--- config.mk ---
export PLATFORM = sky130hd
export DESIGN_NAME = autoneg_next_page_registers
export DESIGN_NICKNAME = d
export VERILOG_FILES = /design/src/logic/autoneg_np_pkg.sv /design/src/logic/autoneg_next_page_registers.sv
export SDC_FILE = /design/constraint.sdc
export NUM_CORES = 1
export LEC_CHECK = 0
export BUFFER_PORTS_ARGS = -buffer_cell sky130_fd_sc_hd__buf_2
export CORE_ASPECT_RATIO = 0.9
export CORE_MARGIN = 5
export CORE_UTILIZATION = 53
export CTS_CLUSTER_SIZE = 28
export DETAILED_ROUTE_END_ITERATION = 16
export PLACE_DENSITY = 0.91
export SLEW_MARGIN = 20
export SYNTH_ARGS = -nofsm -noshare
export SYNTH_HDL_FRONTEND = slang
export SYNTH_SLANG_ARGS = --single-unit
--- constraint.sdc ---
create_clock -name CLK_SYS -period 4.4 [get_ports CLK_SYS]
set_input_delay 1.1 -clock CLK_SYS [delete_from_list [all_inputs] [get_ports CLK_SYS]]
set_output_delay 1.1 -clock CLK_SYS [all_outputs]
set_load 0.1 [all_outputs]
--- src/logic/autoneg_np_pkg.sv ---
// Constants for the auto-negotiation next-page register pair
package autoneg_np_pkg;
  // ==========================================================
  // Management addresses and widths
  localparam int          ADDR_W            = 5;
  localparam int          DATA_W            = 16;
  localparam int          CODE_W            = 11;
  localparam logic [4:0]  ADDR_NP_TRANSMIT  = 5'h07;
  localparam logic [4:0]  ADDR_PARTNER_NP   = 5'h08;
  // ==========================================================
  // Field positions of a next-page link control word
  localparam int          POS_MORE_PAGES    = 15;
  localparam int          POS_RESERVED      = 14;
  localparam int          POS_PAGE_FORMAT   = 13;
  localparam int          POS_COMPLY_ACK    = 12;
  localparam int          POS_TOGGLE        = 11;
  localparam int          POS_CODE_HI       = 10;
  // ==========================================================
  // Reset values
  localparam logic        RST_MORE_PAGES    = 1'b0;
  localparam logic        RST_PAGE_FORMAT   = 1'b1;
  localparam logic        RST_COMPLY_ACK    = 1'b0;
  localparam logic        RST_TOGGLE        = 1'b0;
  localparam logic [10:0] RST_CODE          = 11'h001;
  localparam logic [15:0] RST_PARTNER_NP    = 16'h0000;
  localparam logic [15:0] RDATA_UNMAPPED    = 16'h0000;
endpackage

--- src/logic/autoneg_next_page_registers.sv ---
// Auto-negotiation next-page transmit and link partner next-page registers
`timescale 1ns/1ns
// Operation
// - More-pages register bit 15 is copied into each outgoing next-page word.
// - More-pages zero marks the final page, one marks further pages follow.
// - Next pages go out only with more-pages set and partner next-page able.
// - Transmit register bit 14 is reserved and always reads zero.
// - Transmit bit 13 drives the page-format bit: zero unformatted, one message.
// - Transmit bit 12 drives the comply-acknowledge bit of the outgoing word.
// - Toggle bit 11 is sent and inverts on each transmitted next-page word, except in a cycle that also sends the base word.
// - First next-page toggle is the inverse of base word bit 11.
// - Transmit bits 10 to 0 form the eleven-bit code field sent.
// - Read-only partner register at address 8 holds received fields, reset zero.
// - Partner register bit 14 is reserved and always reads zero.
// - Page-received status latches on a stored word, clears on expansion read unless a word is stored in the same cycle.
module autoneg_next_page_registers
  import autoneg_np_pkg::*;
(
  input  wire logic                             CLK_SYS,
  input  wire logic                             RST_B,
  input  wire logic [autoneg_np_pkg::ADDR_W-1:0] MGMT_ADDR,
  input  wire logic                             MGMT_WR,
  input  wire logic                             MGMT_RD,
  input  wire logic [autoneg_np_pkg::DATA_W-1:0] MGMT_WDATA,
  output logic      [autoneg_np_pkg::DATA_W-1:0] MGMT_RDATA,
  output logic                                  MGMT_RVALID,
  input  wire logic                             EXP_RD,
  input  wire logic                             BASE_SENT,
  input  wire logic                             BASE_BIT11,
  input  wire logic                             NP_SENT,
  input  wire logic                             PARTNER_NP_ABLE,
  input  wire logic                             RX_NP_VALID,
  input  wire logic [autoneg_np_pkg::DATA_W-1:0] RX_NP_WORD,
  output logic      [autoneg_np_pkg::DATA_W-1:0] NP_TX_WORD,
  output logic                                  NP_TX_ENABLE,
  output logic                                  PAGE_RECEIVED
);
  import autoneg_np_pkg::*;

  // ==========================================================
  // Reset release
  logic              rst_meta_r;
  logic              rst_sync_r;
  logic              rst_n;

  always_ff @(posedge CLK_SYS or negedge RST_B) begin
    if (!RST_B) begin
      rst_meta_r <= 1'b0;
      rst_sync_r <= 1'b0;
    end else begin
      rst_meta_r <= 1'b1;
      rst_sync_r <= rst_meta_r;
    end
  end
  assign rst_n = rst_sync_r;

  // ==========================================================
  // Transmit register fields
  logic              more_pages_flag_r;
  logic              page_format_flag_r;
  logic              comply_acknowledge_r;
  logic              toggle_r;
  logic [CODE_W-1:0] code_r;
  logic [DATA_W-1:0] partner_np_r;
  logic              wr_tx;
  logic              rd_exp_hit;

  function automatic logic [DATA_W-1:0] pack_word(input logic mp, input logic pf, input logic ack,
                                                  input logic tg, input logic [CODE_W-1:0] code);
    pack_word = {mp, 1'b0, pf, ack, tg, code};
  endfunction

  function automatic logic addr_is(input logic [ADDR_W-1:0] a, input logic [ADDR_W-1:0] target);
    addr_is = (a == target);
  endfunction

  assign wr_tx      = MGMT_WR && addr_is(MGMT_ADDR, ADDR_NP_TRANSMIT);
  assign rd_exp_hit = EXP_RD;

  always_ff @(posedge CLK_SYS or negedge rst_n) begin
    if (!rst_n) begin
      more_pages_flag_r    <= RST_MORE_PAGES;
      page_format_flag_r   <= RST_PAGE_FORMAT;
      comply_acknowledge_r <= RST_COMPLY_ACK;
      code_r               <= RST_CODE;
    end else if (wr_tx) begin
      more_pages_flag_r    <= MGMT_WDATA[POS_MORE_PAGES];
      page_format_flag_r   <= MGMT_WDATA[POS_PAGE_FORMAT];
      comply_acknowledge_r <= MGMT_WDATA[POS_COMPLY_ACK];
      code_r               <= MGMT_WDATA[POS_CODE_HI:0];
    end
  end

  // ==========================================================
  // Toggle bit
  // seeded from base word, flips per sent word
  always_ff @(posedge CLK_SYS or negedge rst_n) begin
    if (!rst_n) begin
      toggle_r <= RST_TOGGLE;
    end else if (BASE_SENT) begin
      toggle_r <= ~BASE_BIT11;
    end else if (NP_SENT) begin
      toggle_r <= ~toggle_r;
    end
  end

  // ==========================================================
  // Outgoing word and enable
  // outgoing word assembly
  always_ff @(posedge CLK_SYS or negedge rst_n) begin
    if (!rst_n) begin
      NP_TX_WORD <= pack_word(RST_MORE_PAGES, RST_PAGE_FORMAT, RST_COMPLY_ACK, RST_TOGGLE, RST_CODE);
    end else begin
      NP_TX_WORD <= pack_word(more_pages_flag_r, page_format_flag_r, comply_acknowledge_r, toggle_r, code_r);
    end
  end

  always_ff @(posedge CLK_SYS or negedge rst_n) begin
    if (!rst_n) begin
      NP_TX_ENABLE <= 1'b0;
    end else begin
      NP_TX_ENABLE <= more_pages_flag_r && PARTNER_NP_ABLE;
    end
  end

  // ==========================================================
  // Partner register and page-received status
  // whole-word capture, reserved bit zero
  always_ff @(posedge CLK_SYS or negedge rst_n) begin
    if (!rst_n) begin
      partner_np_r <= RST_PARTNER_NP;
    end else if (RX_NP_VALID) begin
      partner_np_r <= RX_NP_WORD & ~(DATA_W'(1) << POS_RESERVED);
    end
  end

  always_ff @(posedge CLK_SYS or negedge rst_n) begin
    if (!rst_n) begin
      PAGE_RECEIVED <= 1'b0;
    end else if (RX_NP_VALID) begin
      PAGE_RECEIVED <= 1'b1;
    end else if (rd_exp_hit) begin
      PAGE_RECEIVED <= 1'b0;
    end
  end

  // ==========================================================
  // Management read port
  // read mux
  always_ff @(posedge CLK_SYS or negedge rst_n) begin
    if (!rst_n) begin
      MGMT_RDATA  <= RDATA_UNMAPPED;
      MGMT_RVALID <= 1'b0;
    end else begin
      MGMT_RVALID <= MGMT_RD;
      if (MGMT_RD) begin
        case (MGMT_ADDR)
          ADDR_NP_TRANSMIT: begin
            MGMT_RDATA <= pack_word(more_pages_flag_r, page_format_flag_r, comply_acknowledge_r, toggle_r, code_r);
          end
          ADDR_PARTNER_NP: begin
            MGMT_RDATA <= partner_np_r;
          end
          default: begin
            MGMT_RDATA <= RDATA_UNMAPPED;
          end
        endcase
      end
    end
  end
endmodule

==> results.toml <==
[outcome]
status = "finished clean"

[cts]
path_clk_slew_ns = 0.07
cts_resized = 0
postCtsHoldBufs = 0
clock_path_buffers = 2
cts_buffers = 9
root_buffer = "clkbuf_8"
h-tree-depth = 3
worst_skew_pair.late_latency_ns = 0.33
cts_setup_buffers = 0
cts_tree = "yes"
cts.sinks = 65

[worst_setup_path]
critPathMaxStageDelay_ns = 0.64
critical_path_class = "in -> reg"
crit_required_ns = 4.66
cp-end-kind = "flop"
cp.arrival_ns = 2.68
cp_max_fo = 15
cp-start-kind = "primary input"
slowest_stage = "nor3b_4"
cp_cell_sequence = "buf_2, or4b_4, nor3b_4, a221o_2"

[drt]
drt_iter0_drc = 72
routed_via_density = 5.125
drc = 0
ant_nets = 0
totalWireLength_um = 4838
drt-pass1-iter-count = 5
vias = 1522
avgRoutedWirePerCell_um = 16.29

[pwr]
leakage_uw = 0.001513
vdd_drop_max_uv = 380.8
p_per_area_nw_per_um2 = 511.3

[synth]
synth_cell_type_count = 23
synthArstFlopShare_pct = 100.0
synth_area_per_cell_um2 = 16.03
yosysMostFrequentCell = "dfrtp_1"
synth_top_area_share_pct = 64.35
ys_warn_count = 0
ys_ff_latch = 65
synth_common_cells = "dfrtp_1 (61), mux2_2 (29), nor2b_1 (15)"
ys_seq_area_share_pct = 68.78
synth_cells = 148
netlist_area_um2 = 2372
synth_flop_cell = "dfrtp_1"
synth_edf_count = 0
yosys-top-cells-area = "dfrtp_1 (64%), mux2_2 (14%), a221o_2 (4.7%)"
synth_top_area_cell = "dfrtp_1"

[timing]
worst_pin_slew_ns = 1.066
fin_crit_sh_pct = 54.90
relSlewSlack_pct = 28.53
period_needed_ns = 2.416
max_freq_mhz = 414.0
finalHoldViolations = 0
finalSetupTns_ns = 0
slew_viol_final = 0
timing.hold.ws_ns = 0.2289
finalSetupViolations = 0
rsz0062_at_grt = "no"
fin_skew_ns = 0.005817

[global_routing]
track_usage_pct = 18.07
grt_max_degree = 42
grt_pass1_vias = 1582
grt_overflow = 0
antenna_found_initial = 0
grt_pass1_wl_um = 7824

[placed_design]
dpl.hpwl_um = 3237
place_congestion = 0.7375
place.port_buffers = 76

[finish]
drive_above_1_share_pct = 60.00
area_growth_pct = 26.00
fillers = 313
nNetsFinal = 277
antennaDiodeCount = 0

[floorplanning]
ios = 82
initial_core_util_pct = 53.88
die_x_um = 80.52
die_h_um = 73.47
rows = 23
core_um2 = 4403
die-area_um2 = 5916

[hold_path]
hold_path.class = "reg -> async"

[flow_run]
drv_cap = 0
[critical path, delay by kind of cell]
kind	cells	cell delay, ns
simple gates	2	1.18
compound gates	1	0.28
buf+inv	1	0.10
[area by class of cell]
cell class / instances / area [um2] / share of cell area [%]
clock inverter: 4 / 26.28 / 0.8790
timing repair buffer: 78 / 395.4 / 13.23
sequential: 65 / 1633 / 54.63
tap: 62 / 77.57 / 2.595
inverter: 1 / 3.754 / 0.1256
clock buffer: 12 / 155.1 / 5.190
multi-input combinational: 75 / 698.2 / 23.36
[flip-flops by register name (all words and copies together) (netlist names)]
register,count
code_r,11
rst_n,1
MGMT_RDATA,15
MGMT_RVALID,1
page_format_flag_r,1
partner_np_r,15
NP_TX_WORD,15
comply_acknowledge_r,1
more_pages_flag_r,1
toggle_r,1
rst_meta_r,1
PAGE_RECEIVED,1
NP_TX_ENABLE,1
[cells in the final DEF (no fill, tap or decap), types with 3 or more instances in the layout]
master,n
a221o_1,5
clkbuf_8,11
dfstp_2,4
nor2b_1,15
dfrtp_1,60
mux2_2,29
buf_2,76
a221o_2,10
conb_1,3
[power breakdown]
part,leakage [uW],switching (uW),internal (uW)
logic,0.000607,288,72.9
registers,0.000813,40.4,674
clock network,0.0000928,217,235
total,0.00151,546,983
[worst paths after layout]
| path | start | endpoint | slack [ns] | depth (start not counted) |
|---|---|---|---|---|
| max | MGMT_ADDR[4] | MGMT_RDATA[6] | 1.98 | 4 |
| min | rst_n | partner_np_r[2] | 0.23 | 0 |
| max reg2reg | rst_n | NP_TX_WORD[13] | 3.28 | 1 |
| min reg2reg | rst_n | partner_np_r[2] | 0.23 | 0 |
| max in group asynchronous | rst_n | NP_TX_WORD[13] | 3.28 | 1 |
| min in group CLK_SYS | rst_meta_r | rst_n | 0.35 | 0 |
[metal layers]
| layer | vias to the layer above | GRT usage, % | wire [um] |
|---|---|---|---|
| met4 | 0 | 9.006 | 85 |
| met5 | - | 0 | 0 |
| li1 | 691 | - | - |
| met2 | 51 | 29.69 | 2495 |
| met1 | 771 | 21.96 | 1948 |
| met3 | 9 | 5.147 | 309 |
[metrics by stage]
| stage | total power (uW) | cells | instance area [um2] | worst slack [ns] | util, % |
|---|---|---|---|---|---|
| after global placement | 1080 | 281 | 2808 | 1.676 | 63.77 |
| after global routing | 1589 | 297 | 2989 | 1.880 | 67.89 |
| after detailed placement | 1088 | 281 | 2808 | 1.606 | 63.77 |
| after CTS | 1542 | 297 | 2989 | 1.968 | 67.89 |
| after floorplan | 1014 | 149 | 2376 | 2.113 | - |
| final | 1528 | 297 | 2989 | 1.984 | 67.89 |
[cells by family after synthesis]
family                 Yosys count  share of synthesized area (%)
multiplexers                    29                          13.77
AND/OR/NAND/NOR                 25                          7.226
buffers and inverters            9                          2.162
AO/OA/AOI/OAI                   17                          7.384
other                            2                         0.3166
XOR/XNOR                         1                         0.3693
flip-flops                      65                          68.78
No activity file was read; power rests on OpenSTA's default activity.
